==> src/pkg/cwce_defines.svh <==
// Behaviour
// - cmpsub: no underflow, write D-S, carry 1
// - cmpsub: underflow, D unchanged, carry 0
// - wait stalls, rechecks each cycle, then proceeds
// - stalled wait gates unneeded execution logic
// - pin waits mask input pins with S
// - equal/not-equal pin compare against D
// - global 32-bit counter increments every clock out of reset, held at 0 during reset
// - counter wait until equal, then D+=S
// - exact equality only, missed target waits wrap
// - video samples D,S whenever ready; completes handoff
// - video handoff hangs if peripheral not running
`ifndef CWCE_DEFINES_SVH
`define CWCE_DEFINES_SVH
`define CWCE_WORD_W 32
`define CWCE_CNT_RST 32'h00000000
`define CWCE_OP_W 3
`endif

==> src/pkg/cwce_pkg.sv <==
package cwce_pkg;
  typedef enum logic [2:0] {
    CWCE_OP_NONE,
    CWCE_OP_CMPSUB,
    CWCE_OP_PEQ,
    CWCE_OP_PNE,
    CWCE_OP_CNT,
    CWCE_OP_VID
  } cwce_op_t;
  typedef enum logic [1:0] {
    CWCE_IDLE,
    CWCE_WAIT
  } cwce_state_t;
endpackage : cwce_pkg

==> src/cwce_exec.sv <==
`timescale 1ns/1ps
`include "cwce_defines.svh"
module cwce_exec #(
  parameter int W = `CWCE_WORD_W
) (
  // Clock and reset
  input wire logic clock_i,
  input wire logic nrst_i,
  // Instruction issue
  input wire logic issue_i,
  input wire cwce_pkg::cwce_op_t op_i,
  input wire logic [W-1:0] d_i,
  input wire logic [W-1:0] s_i,
  output logic busy_o,
  output logic done_o,
  output logic wr_en_o,
  output logic [W-1:0] wr_data_o,
  output logic carry_wr_o,
  output logic carry_o,
  output logic exec_gate_o,
  // Pins
  input wire logic [W-1:0] input_pin_states_i,
  // System counter
  output logic [W-1:0] system_counter_o,
  // Video peripheral
  input wire logic vid_ready_i,
  output logic vid_take_o,
  output logic [W-1:0] vid_colour_o,
  output logic [W-1:0] vid_pixel_o
);
  import cwce_pkg::*;

  logic [W-1:0] pin_s1_q, pin_s2_q;
  logic [W-1:0] cnt_q;
  cwce_state_t state_q;
  cwce_op_t op_q;
  logic [W-1:0] d_q, s_q;
  logic hit;
  logic [W:0] diff;

  function automatic logic [W-1:0] wrap_add(input logic [W-1:0] a, input logic [W-1:0] b);
    logic [W:0] sum;
    sum = {1'b0, a} + {1'b0, b};
    return sum[W-1:0];
  endfunction : wrap_add

  always_ff @(posedge clock_i) begin
    pin_s1_q <= input_pin_states_i;
    pin_s2_q <= pin_s1_q;
  end

  always_ff @(posedge clock_i) begin
    if (!nrst_i) cnt_q <= W'(`CWCE_CNT_RST);
    else cnt_q <= wrap_add(cnt_q, {{(W-1){1'b0}}, 1'b1});
  end
  assign system_counter_o = cnt_q;

  // Condition for the held wait
  always_comb begin
    unique case (op_q)
      CWCE_OP_PEQ: hit = ((pin_s2_q & s_q) == d_q);
      CWCE_OP_PNE: hit = ((pin_s2_q & s_q) != d_q);
      CWCE_OP_CNT: hit = (cnt_q == d_q);
      CWCE_OP_VID: hit = vid_ready_i;
      default: hit = 1'b0;
    endcase
  end

  assign diff = {1'b0, d_i} - {1'b0, s_i};
  assign busy_o = (state_q == CWCE_WAIT);
  assign exec_gate_o = ~busy_o;
  assign vid_take_o = vid_ready_i;

  always_ff @(posedge clock_i) begin
    if (!nrst_i) begin
      state_q <= CWCE_IDLE;
      op_q <= CWCE_OP_NONE;
      d_q <= '0;
      s_q <= '0;
    end else if (state_q == CWCE_IDLE) begin
      // Unused op codes are ignored, so they cannot stall forever
      if (issue_i && (op_i inside {CWCE_OP_PEQ, CWCE_OP_PNE, CWCE_OP_CNT, CWCE_OP_VID})) begin
        state_q <= CWCE_WAIT;
        op_q <= op_i;
        d_q <= d_i;
        s_q <= s_i;
      end
    end else if (hit) begin
      state_q <= CWCE_IDLE;
      op_q <= CWCE_OP_NONE;
    end
  end

  // Results
  always_ff @(posedge clock_i) begin
    if (!nrst_i) begin
      done_o <= 1'b0;
      wr_en_o <= 1'b0;
      wr_data_o <= '0;
      carry_wr_o <= 1'b0;
      carry_o <= 1'b0;
    end else begin
      done_o <= 1'b0;
      wr_en_o <= 1'b0;
      carry_wr_o <= 1'b0;
      if (state_q == CWCE_IDLE && issue_i && op_i == CWCE_OP_CMPSUB) begin
        done_o <= 1'b1;
        carry_wr_o <= 1'b1;
        carry_o <= ~diff[W];
        wr_en_o <= ~diff[W];
        wr_data_o <= diff[W-1:0];
      end else if (busy_o && hit) begin
        done_o <= 1'b1;
        if (op_q == CWCE_OP_CNT) begin
          wr_en_o <= 1'b1;
          wr_data_o <= wrap_add(d_q, s_q);
        end
      end
    end
  end

  // Video sample: held operands of any pending wait, else the current d_i and s_i inputs
  always_ff @(posedge clock_i) begin
    if (!nrst_i) begin
      vid_colour_o <= '0;
      vid_pixel_o <= '0;
    end else if (vid_ready_i) begin
      vid_colour_o <= busy_o ? d_q : d_i;
      vid_pixel_o <= busy_o ? s_q : s_i;
    end
  end

  property p_cmpsub_ok;
    @(posedge clock_i) disable iff (!nrst_i)
      (!busy_o && issue_i && op_i == CWCE_OP_CMPSUB && d_i >= s_i)
      |=> (carry_o && wr_en_o && wr_data_o == $past(d_i) - $past(s_i));
  endproperty
  a_cmpsub_ok: assert property (p_cmpsub_ok) else $error("cmpsub result wrong");

  property p_cmpsub_uf;
    @(posedge clock_i) disable iff (!nrst_i)
      (!busy_o && issue_i && op_i == CWCE_OP_CMPSUB && d_i < s_i) |=> (!carry_o && !wr_en_o);
  endproperty
  a_cmpsub_uf: assert property (p_cmpsub_uf) else $error("cmpsub underflow wrote");

  property p_wait_done;
    @(posedge clock_i) disable iff (!nrst_i)
      (busy_o && hit) |=> (done_o && !busy_o);
  endproperty
  a_wait_done: assert property (p_wait_done) else $error("wait did not finish");

  property p_wait_hold;
    @(posedge clock_i) disable iff (!nrst_i)
      (busy_o && !hit) |=> (busy_o && !done_o);
  endproperty
  a_wait_hold: assert property (p_wait_hold) else $error("wait left early");

  property p_gate;
    @(posedge clock_i) disable iff (!nrst_i) busy_o |-> !exec_gate_o;
  endproperty
  a_gate: assert property (p_gate) else $error("exec not gated");

  property p_pins;
    @(posedge clock_i) disable iff (!nrst_i)
      (busy_o && op_q == CWCE_OP_PEQ && (pin_s2_q & s_q) != d_q) |=> busy_o;
  endproperty
  a_pins: assert property (p_pins) else $error("pin wait ended on mismatch");

  property p_cnt;
    @(posedge clock_i) disable iff (!nrst_i)
      nrst_i |=> system_counter_o == $past(system_counter_o) + W'(1);
  endproperty
  a_cnt: assert property (p_cnt) else $error("counter not incrementing");

  property p_cnt_wr;
    @(posedge clock_i) disable iff (!nrst_i)
      (busy_o && op_q == CWCE_OP_CNT && cnt_q == d_q) |=> (wr_en_o && wr_data_o == $past(d_q) + $past(s_q));
  endproperty
  a_cnt_wr: assert property (p_cnt_wr) else $error("counter wait writeback wrong");

  property p_vid;
    @(posedge clock_i) disable iff (!nrst_i)
      (busy_o && op_q == CWCE_OP_VID && vid_ready_i) |=> (vid_colour_o == $past(d_q) && done_o);
  endproperty
  a_vid: assert property (p_vid) else $error("video handoff wrong");

  property p_vid_pix;
    @(posedge clock_i) disable iff (!nrst_i)
      (busy_o && op_q == CWCE_OP_VID && vid_ready_i) |=> (vid_pixel_o == $past(s_q));
  endproperty
  a_vid_pix: assert property (p_vid_pix) else $error("video pixel word wrong");

  property p_vid_hang;
    @(posedge clock_i) disable iff (!nrst_i)
      (busy_o && op_q == CWCE_OP_VID && !vid_ready_i) |=> (busy_o && !done_o);
  endproperty
  a_vid_hang: assert property (p_vid_hang) else $error("video wait ended early");

  property p_pne_hold;
    @(posedge clock_i) disable iff (!nrst_i)
      (busy_o && op_q == CWCE_OP_PNE && (pin_s2_q & s_q) == d_q) |=> busy_o;
  endproperty
  a_pne_hold: assert property (p_pne_hold) else $error("pin wait ended on match");

  property p_peq_done;
    @(posedge clock_i) disable iff (!nrst_i)
      (busy_o && op_q == CWCE_OP_PEQ && (pin_s2_q & s_q) == d_q) |=> (done_o && !busy_o);
  endproperty
  a_peq_done: assert property (p_peq_done) else $error("masked pin match missed");

  property p_cnt_miss;
    @(posedge clock_i) disable iff (!nrst_i)
      (busy_o && op_q == CWCE_OP_CNT && cnt_q != d_q) |=> (busy_o && !wr_en_o);
  endproperty
  a_cnt_miss: assert property (p_cnt_miss) else $error("counter wait ended off target");

  property p_cnt_flags;
    @(posedge clock_i) disable iff (!nrst_i)
      (busy_o && op_q == CWCE_OP_CNT && hit) |=> (done_o && !carry_wr_o);
  endproperty
  a_cnt_flags: assert property (p_cnt_flags) else $error("counter wait touched carry");

  property p_cmpsub_cw;
    @(posedge clock_i) disable iff (!nrst_i)
      (!busy_o && issue_i && op_i == CWCE_OP_CMPSUB) |=> (carry_wr_o && done_o && !busy_o);
  endproperty
  a_cmpsub_cw: assert property (p_cmpsub_cw) else $error("cmpsub carry not written");

  property p_gate_idle;
    @(posedge clock_i) disable iff (!nrst_i) !busy_o |-> exec_gate_o;
  endproperty
  a_gate_idle: assert property (p_gate_idle) else $error("exec gated while idle");

  // Reset stops the core and clears the counter
  property p_reset;
    @(posedge clock_i)
      !nrst_i |=> (!busy_o && !done_o && !wr_en_o && system_counter_o == '0);
  endproperty
  a_reset: assert property (p_reset) else $error("reset did not stop core");
endmodule : cwce_exec

==> config.mk <==
export PLATFORM = sky130hd
export DESIGN_NAME = cwce_exec
export DESIGN_NICKNAME = d
export VERILOG_FILES = /design/src/pkg/cwce_pkg.sv /design/src/cwce_exec.sv
export VERILOG_INCLUDE_DIRS = /design/src /design/src/pkg
export SDC_FILE = /design/constraint.sdc
export NUM_CORES = 1
export LEC_CHECK = 0
export ABC_AREA = 1
export BUFFER_PORTS_ARGS = -buffer_cell sky130_fd_sc_hd__buf_2
export CAP_MARGIN = 10
export CORE_MARGIN = 2
export CORE_UTILIZATION = 45
export CTS_BUF_LIST = sky130_fd_sc_hd__clkbuf_4
export DETAILED_ROUTE_END_ITERATION = 10
export PLACE_DENSITY = 0.68
export RECOVER_POWER = 100
export SLEW_MARGIN = 30
export SYNTH_ARGS = -nofsm -noshare
export SYNTH_HDL_FRONTEND = slang
export SYNTH_SLANG_ARGS = --single-unit
==> constraint.sdc <==
create_clock -name clock_i -period 2.75 [get_ports clock_i]
set_input_delay 0.825 -clock clock_i [delete_from_list [all_inputs] [get_ports clock_i]]
set_output_delay 0.825 -clock clock_i [all_outputs]
set_load 0.03 [all_outputs]
==> qor.log, run 1 <==
qor: run_status.outcome completed
qor: job.max-cap-violations 0
qor: synth.ys_types 42
qor: timing.clock-skew-final 60.85 ps
qor: floorplan.initial_core_util 0.4527
qor: timing.timing.final.setup_violations 0
qor: global_routing.grt-ovfl-total 0
qor: setup_path.critPathKind flop to flop
qor: setup_path.worst_setup_path_start_kind flop
qor: synth.seq_area_frac_synth 0.3508
qor: setup_path.cells_on_worst_reg2reg_path 12
qor: clocking.cts_hold_buf 0
qor: timing.final_min_period_over_clock_period 0.9483
qor: synth.synth_enable_flop_cells 0
qor: global_routing.grt_antenna_before_repair 1
qor: clocking.path_clk_slew 70 ps
qor: synth.syn_nets 2,429
qor: timing.maxClockFrequency 383.5 MHz
qor: clocking.tritoncts done
qor: synth.synth-main-ff-cell sky130_fd_sc_hd__dfxtp_1
qor: setup_path.critical_path.n_buffers_inverters 2
qor: setup_path.crit_path_frequent_cell sky130_fd_sc_hd__nand2_1
qor: setup_path.worstSetupPathDepth 12
qor: route.avgViaCountPerCell 5.299
qor: timing.rsz0062_at_grt yes
qor: route.drtAntennaViolNets 0
qor: floorplan.io_pins 238
qor: route.first_iter_violations 1,538
qor: pwr.static-leakage-power 8.939 nW
qor: pwr.pwr_density_cell 548.1 mW/mm^2
qor: synth.post_synth_instance_area 0.01507 sq mm
qor: setup_path.critical_path_peak_fanout 5
qor: synth.postSynthAreaPerCell 6.666 sq um
qor: floorplan.dieHeight 187.0 um
qor: setup_path.timing.critical_path.cells ha_1 > a21oi_1 > o21ai_0 > a21oi_1 > o21ai_1 > buf_4 > o21ai_0 > nand2_1 > inv_1 > nand2_1 > nand2_1 > nor2_1
qor: timing.fin_ws 142.2 ps
qor: clocking.clock_sinks 264
qor: timing.timing_hold_violations_final 0
qor: route.detailroute.via_count 16,820
qor: global_routing.pin_count_of_the_biggest_net_entering_global_routing 174
qor: placement.dp_worst_setup_slack -337.1 ps
qor: timing.final-max-slew-violation-count 0
qor: clocking.maximum_root_to_sink_buffer_count 3
qor: placement.place.port_buffers 237
qor: cells_and_area.most-common-layout-cells 580 x sky130_fd_sc_hd__nand2_1, 265 x sky130_fd_sc_hd__inv_1, 261 x sky130_fd_sc_hd__dfxtp_1
qor: clocking.cts_inserted_buffers 71
qor: cells_and_area.drive_gt1_frac 0.1479
qor: route.wl_met2 23.34 mm
qor: synth.yosys_warnings 0
qor: global_routing.grtUsageTotal 0.3108
qor: placement.gp_congestion 0.9424
qor: cells_and_area.mostFrequentLayoutCell sky130_fd_sc_hd__nand2_1
qor: route.routed_wirelength 54.96 mm
qor: pwr.p_total 10.21 mW
qor: global_routing.wire_length_of_the_first_global_routing_pass 85.35 mm
qor: cells_and_area.finish.utilization 0.5598
qor: setup_path.worst-endpoint-arrival 3240 ps
qor: pwr.highest_ir_drop_seen_on_vdd 349.5 uV
qor: timing.least_margin_pin_slew 1409 ps
qor: timing.final.hold.worst_slack 140.0 ps
qor: synth.ys_async_sr_fraction 0
qor: timing.final_period_minus_worst_setup_slack 2608 ps
qor: timing.finalSetupTns 0 ps
qor: timing.relative_slew_margins 0.06057
qor: clocking.htreeDepth 3
qor: setup_path.endpoint_kind flop
qor: floorplan.design.core.area 0.03328 sq mm
qor: cells_and_area.nNetsFinal 2,844
qor: route.met3WireLength 4.959 mm
qor: clocking.clk_root_buffer_cell sky130_fd_sc_hd__clkbuf_4
qor: route.max_used_layer met5
qor: floorplan.fp.dieW 187.0 um
qor: worst_hold_path.worst_hold_stages 1
qor: worst_hold_path.hold_wc_path_type primary input to flop
qor: placement.post-dp-hpwl 43.00 mm
qor: route.dr.pass1.iters 6
qor: route.drt_drc_violations_left 0
qor: route.wl_met1 24.41 mm
qor: cells_and_area.areaGrowthSynthToFinish 23.67%
qor: setup_path.slowest_stage sky130_fd_sc_hd__dfxtp_1
qor: setup_path.critical_path_required 3380 ps
qor: floorplan.design.die.area 0.03496 sq mm
qor: setup_path.critical_path.max_stage_delay 490 ps
qor: global_routing.first_global_vias 16,120
qor: setup_path.critical_path.top_delay_family compound AO/OA/AOI/OAI gates
qor: synth.post_synth_inst_count 2,260
qor: clocking.clock_latency 780 ps
qor: synth.yosys_register_bits 264
qor: floorplan.floorplan.rows 67
qor: route.post_drt_wl_per_cell 17.32 um
worst reg2reg max path, stage by stage, from the launching register on:
cell	delay (ps)
sky130_fd_sc_hd__dfxtp_1	490
sky130_fd_sc_hd__ha_1	350
sky130_fd_sc_hd__a21oi_1	290
sky130_fd_sc_hd__o21ai_0	170
sky130_fd_sc_hd__a21oi_1	140
sky130_fd_sc_hd__o21ai_1	150
sky130_fd_sc_hd__buf_4	170
sky130_fd_sc_hd__o21ai_0	360
sky130_fd_sc_hd__nand2_1	130
sky130_fd_sc_hd__inv_1	80
sky130_fd_sc_hd__nand2_1	50
sky130_fd_sc_hd__nand2_1	60
sky130_fd_sc_hd__nor2_1	50
sequential cells by signal, indices dropped and copies added, names as in the netlist, 3 cells and up:
| signal | flops |
|---|---|
| s_q | 32 |
| pin_s1_q | 32 |
| vid_pixel_o | 32 |
| d_q | 32 |
| vid_colour_o | 32 |
| op_q | 3 |
| wr_data_o | 32 |
| pin_s2_q | 32 |
| system_counter_o | 32 |
metrics by stage:
stage,cells,area (sq um)
2_1_floorplan,2260,15070
3_3_place_gp,3050,17990
3_5_place_dp,3050,17990
4_1_cts,3173,18860
5_1_grt,3174,18630
6_report,3174,18630
layout make-up:
class / instances / area (sq um)
Timing Repair Buffer: 427 / 2485
Antenna cell: 1 / 2.502
Fill cell: 3374 / 14650
Clock inverter: 24 / 126.4
Inverter: 267 / 1002
Multi-Input combinational cell: 1644 / 8423
Clock buffer: 99 / 743.2
Sequential cell: 264 / 5289
Tap cell: 448 / 560.5
cell families (layout without fill, tap and decap cells):
family | Yosys count | in the layout | synth area share
AND/OR/NAND/NOR | 1054 | 1054 | 0.2933
AO/OA/AOI/OAI | 490 | 490 | 0.1892
buffers and inverters | 352 | 817 | 0.09094
flip-flops | 264 | 264 | 0.3508
adder cells (fa/ha/maj) | 66 | 66 | 0.05581
XOR/XNOR | 32 | 32 | 0.01860
multiplexers | 2 | 2 | 0.001412
other | 0 | 1 | 0
per-layer routing:
metal  vias to the layer above  GRT usage
met5                         -    0.01648
met4                         2     0.1386
met3                       131    0.06398
met2                       756     0.4721
met1                      7584     0.4237
li1                       8347          -
cells in the mapped netlist, drive strengths merged (5+ instances only):
cell,number,share of area
nand3,168,0.056
o211ai,126,0.063
o21bai,8,0.0040
buf,24,0.0092
a21o,5,0.0025
nand3b,26,0.013
nor2,221,0.056
nand2,582,0.15
o21a,14,0.0070
a21oi,187,0.062
xnor2,9,0.0052
inv,265,0.066
xor2,23,0.013
nor3,24,0.0083
nand4,19,0.0089
o21ai,144,0.048
ha,64,0.053
dfxtp,264,0.35
clkbuf,61,0.015
nor4,10,0.0042
timing repair:
item,in CTS,in global routing
setup buffers,0,0
endpoints found under the setup margin,0,24
resized for setup,0,6
power breakdown:
part	leakage, nW	internal (mW)	switching (mW)	total, mW
clock	0.515	1.76	1.68	3.43
combinational	6.24	0.904	1.61	2.51
sequential	2.18	4.05	0.212	4.26
worst paths after layout:
kind | from | end | slack, ps
max | d_q[6]$_SDFFE_PN0P_ | wr_data_o[13]$_SDFFE_PN0P_ | 140
min | input_pin_states_i[6] | pin_s1_q[6]$_DFF_P_ | 140
max reg2reg | d_q[6]$_SDFFE_PN0P_ | wr_data_o[13]$_SDFFE_PN0P_ | 140
min reg2reg | pin_s1_q[14]$_DFF_P_ | pin_s2_q[14]$_DFF_P_ | 320
(Power assumes the default switching activity.)
==> run 2, diff against run 1 <==
Settings changed: CTS_BUF_LIST sky130_fd_sc_hd__clkbuf_4 to not set.
==> qor.log, run 2 (synthesized netlist as in run 1, its figures left out) <==
qor: placement.post-dp-hpwl 43.00 mm [unchanged]
qor: placement.gp_congestion 0.9424 [unchanged]
qor: cells_and_area.ff_latch_area 0.005286 sq mm [about the same]
qor: clocking.cts_repair_resize_count 0 [unchanged]
qor: worst_hold_path.hold_wc_path_type flop to flop
qor: setup_path.critPathKind flop to flop
qor: clocking.htreeDepth 1 [-2]
qor: pwr.highest_ir_drop_seen_on_vdd 431.8 uV [+24%]
qor: cells_and_area.drive_gt1_frac 0.1311 [-0.01682]
qor: cells_and_area.areaGrowthSynthToFinish 24.72%
qor: clocking.clock_latency 560 ps [-220 ps]
qor: floorplan.io_pins 238 [unchanged]
qor: cells_and_area.mostFrequentLayoutCell sky130_fd_sc_hd__nand2_1
qor: floorplan.initial_core_util 0.4527 [unchanged]
qor: timing.final_min_period_over_clock_period 0.9327 [-0.01560]
qor: timing.timing_hold_violations_final 0 [unchanged]
qor: run_status.outcome finished, violations left
qor: cells_and_area.fillCellCount 3,304 [-2.1%]
qor: setup_path.worst-endpoint-arrival 3020 ps [-220 ps]
qor: route.dr.pass1.iters 6 [unchanged]
qor: job.max-cap-violations 1 [+1]
qor: cells_and_area.most-common-layout-cells 579 x sky130_fd_sc_hd__nand2_1, 264 x sky130_fd_sc_hd__inv_1, 263 x sky130_fd_sc_hd__dfxtp_1
qor: route.drt_drc_violations_left 0 [unchanged]
qor: global_routing.pin_count_of_the_biggest_net_entering_global_routing 174 [unchanged]
qor: setup_path.critical_path.max_stage_delay 460 ps [-30 ps]
qor: timing.rsz0062_at_grt no
qor: clocking.maximum_root_to_sink_buffer_count 3 [unchanged]
qor: cells_and_area.nNetsFinal 2,802 [-1.5%]
qor: setup_path.slowest_stage sky130_fd_sc_hd__dfxtp_1
qor: setup_path.critical_path.top_delay_family compound AO/OA/AOI/OAI gates
qor: timing.least_margin_pin_slew 1902 ps [+492.5 ps]
qor: route.first_iter_violations 1,414 [-8.1%]
qor: placement.dp_worst_setup_slack -337.1 ps [unchanged]
qor: floorplan.floorplan.rows 67 [unchanged]
qor: floorplan.dieHeight 187.0 um [unchanged]
qor: setup_path.timing.critical_path.cells ha_1 > a21oi_1 > a21boi_0 > o21ai_0 > buf_4 > o21ai_0 > nand2_1 > inv_1 > nand2_1 > nand2_1 > nor2_1
qor: placement.placed_cells 3,050 [unchanged]
qor: cells_and_area.multi_input_area 0.008418 sq mm [about the same]
qor: run_status.violations_in_the_final_reports max-capacitance violations, max-slew violations
qor: timing.final_period_minus_worst_setup_slack 2565 ps [-42.90 ps]
qor: route.detailroute.via_count 16,540 [-1.7%]
qor: floorplan.design.die.area 0.03496 sq mm [unchanged]
qor: setup_path.endpoint_kind flop
qor: clocking.path_clk_slew 70 ps [about the same]
qor: route.post_drt_wl_per_cell 17.59 um [+1.6%]
qor: clocking.clock_sinks 264 [unchanged]
qor: floorplan.design.core.area 0.03328 sq mm [unchanged]
qor: setup_path.critical_path_required 3200 ps [-180 ps]
qor: setup_path.critical_path_peak_fanout 5 [unchanged]
qor: setup_path.crit_path_frequent_cell sky130_fd_sc_hd__nand2_1
qor: pwr.p_total 10.92 mW [+6.9%]
qor: cells_and_area.final-instance-count-excl-fill 3,104 [-2.2%]
qor: pwr.pwr_density_cell 581.0 mW/mm^2 [+6.0%]
qor: setup_path.critical_path.n_buffers_inverters 2 [unchanged]
qor: route.avgViaCountPerCell 5.329 [+0.55%]
qor: floorplan.fp.dieW 187.0 um [unchanged]
qor: clocking.cts_hold_buf 0 [unchanged]
qor: global_routing.grtUsageTotal 0.3051 [-0.005712]
qor: clocking.tritoncts done
qor: global_routing.grt_antenna_before_repair 1 [unchanged]
qor: clocking.cts_inserted_buffers 29 [-59%]
qor: pwr.static-leakage-power 8.936 nW [about the same]
qor: route.drtAntennaViolNets 0 [unchanged]
qor: setup_path.worst-r2r-setup-slack 190 ps [+40 ps]
qor: cells_and_area.finish.utilization 0.5646 [+0.004737]
qor: global_routing.grt-ovfl-total 0 [unchanged]
qor: clocking.clk_root_buffer_cell sky130_fd_sc_hd__clkbuf_16
qor: setup_path.worst_setup_path_start_kind flop
qor: global_routing.first_global_vias 15,675 [-2.8%]
qor: timing.clock-skew-final 13.61 ps [-47.24 ps]
qor: clocking.postCtsSetupBuffers 0 [unchanged]
qor: timing.maxClockFrequency 389.9 MHz [+1.7%]
qor: route.routed_wirelength 54.59 mm [-0.68%]
qor: timing.finalSetupTns 0 ps [unchanged]
qor: placement.place.port_buffers 237 [unchanged]
qor: timing.fin_ws 185.1 ps [+42.90 ps]
qor: global_routing.wire_length_of_the_first_global_routing_pass 84.80 mm [-0.65%]
qor: timing.relative_slew_margins -0.2677 [-0.3283]
qor: timing.final-max-slew-violation-count 174 [+174]
qor: timing.timing.final.setup_violations 0 [unchanged]
run 2: layout make-up:
class	instances	share of cell area
clock inverters	19	0.01272
multi-input cells	1644	0.4480
flip-flops and latches	264	0.2813
well taps	448	0.02983
diodes	1	0.0001332
clock buffers	34	0.04069
inverters	267	0.05334
repair buffers	427	0.1339
run 2: metrics by stage:
step,hold WS (ps),area [sq um]
finish,324.6,18790
CTS,324.6,18990
detailed placement,312.1,17990
floorplan,309.6,15070
global route,328.6,18790
global placement,312.4,17990
run 2: layer usage:
layer / vias up / track usage / share of wire
met5: - / 0 / 0
met4: 0 / 0.09096 / 0.028
met3: 88 / 0.04991 / 0.089
met2: 685 / 0.4787 / 0.43
met1: 7548 / 0.4302 / 0.45
li1: 8219 / - / -
run 2: worst paths after layout:
check | startpoint | to | cells after the start
max | d_q[5]$_SDFFE_PN0P_ | wr_data_o[14]$_SDFFE_PN0P_ | 11
min | pin_s1_q[10]$_DFF_P_ | pin_s2_q[10]$_DFF_P_ | 0
max reg2reg | d_q[5]$_SDFFE_PN0P_ | wr_data_o[14]$_SDFFE_PN0P_ | 11
min reg2reg | pin_s1_q[10]$_DFF_P_ | pin_s2_q[10]$_DFF_P_ | 0
run 2: power by group:
part           switching, mW  internal [mW]
registers              0.212           4.05
clock network           1.66           2.46
logic                   1.61          0.916
total                   3.49           7.43
run 2: worst reg2reg max path: stages, from the launching register on:
cell	delay (ps)
sky130_fd_sc_hd__dfxtp_1	460
sky130_fd_sc_hd__ha_1	350
sky130_fd_sc_hd__a21oi_1	220
sky130_fd_sc_hd__a21boi_0	430
sky130_fd_sc_hd__o21ai_0	140
sky130_fd_sc_hd__buf_4	180
sky130_fd_sc_hd__o21ai_0	360
sky130_fd_sc_hd__nand2_1	100
sky130_fd_sc_hd__inv_1	60
sky130_fd_sc_hd__nand2_1	50
sky130_fd_sc_hd__nand2_1	50
sky130_fd_sc_hd__nor2_1	60
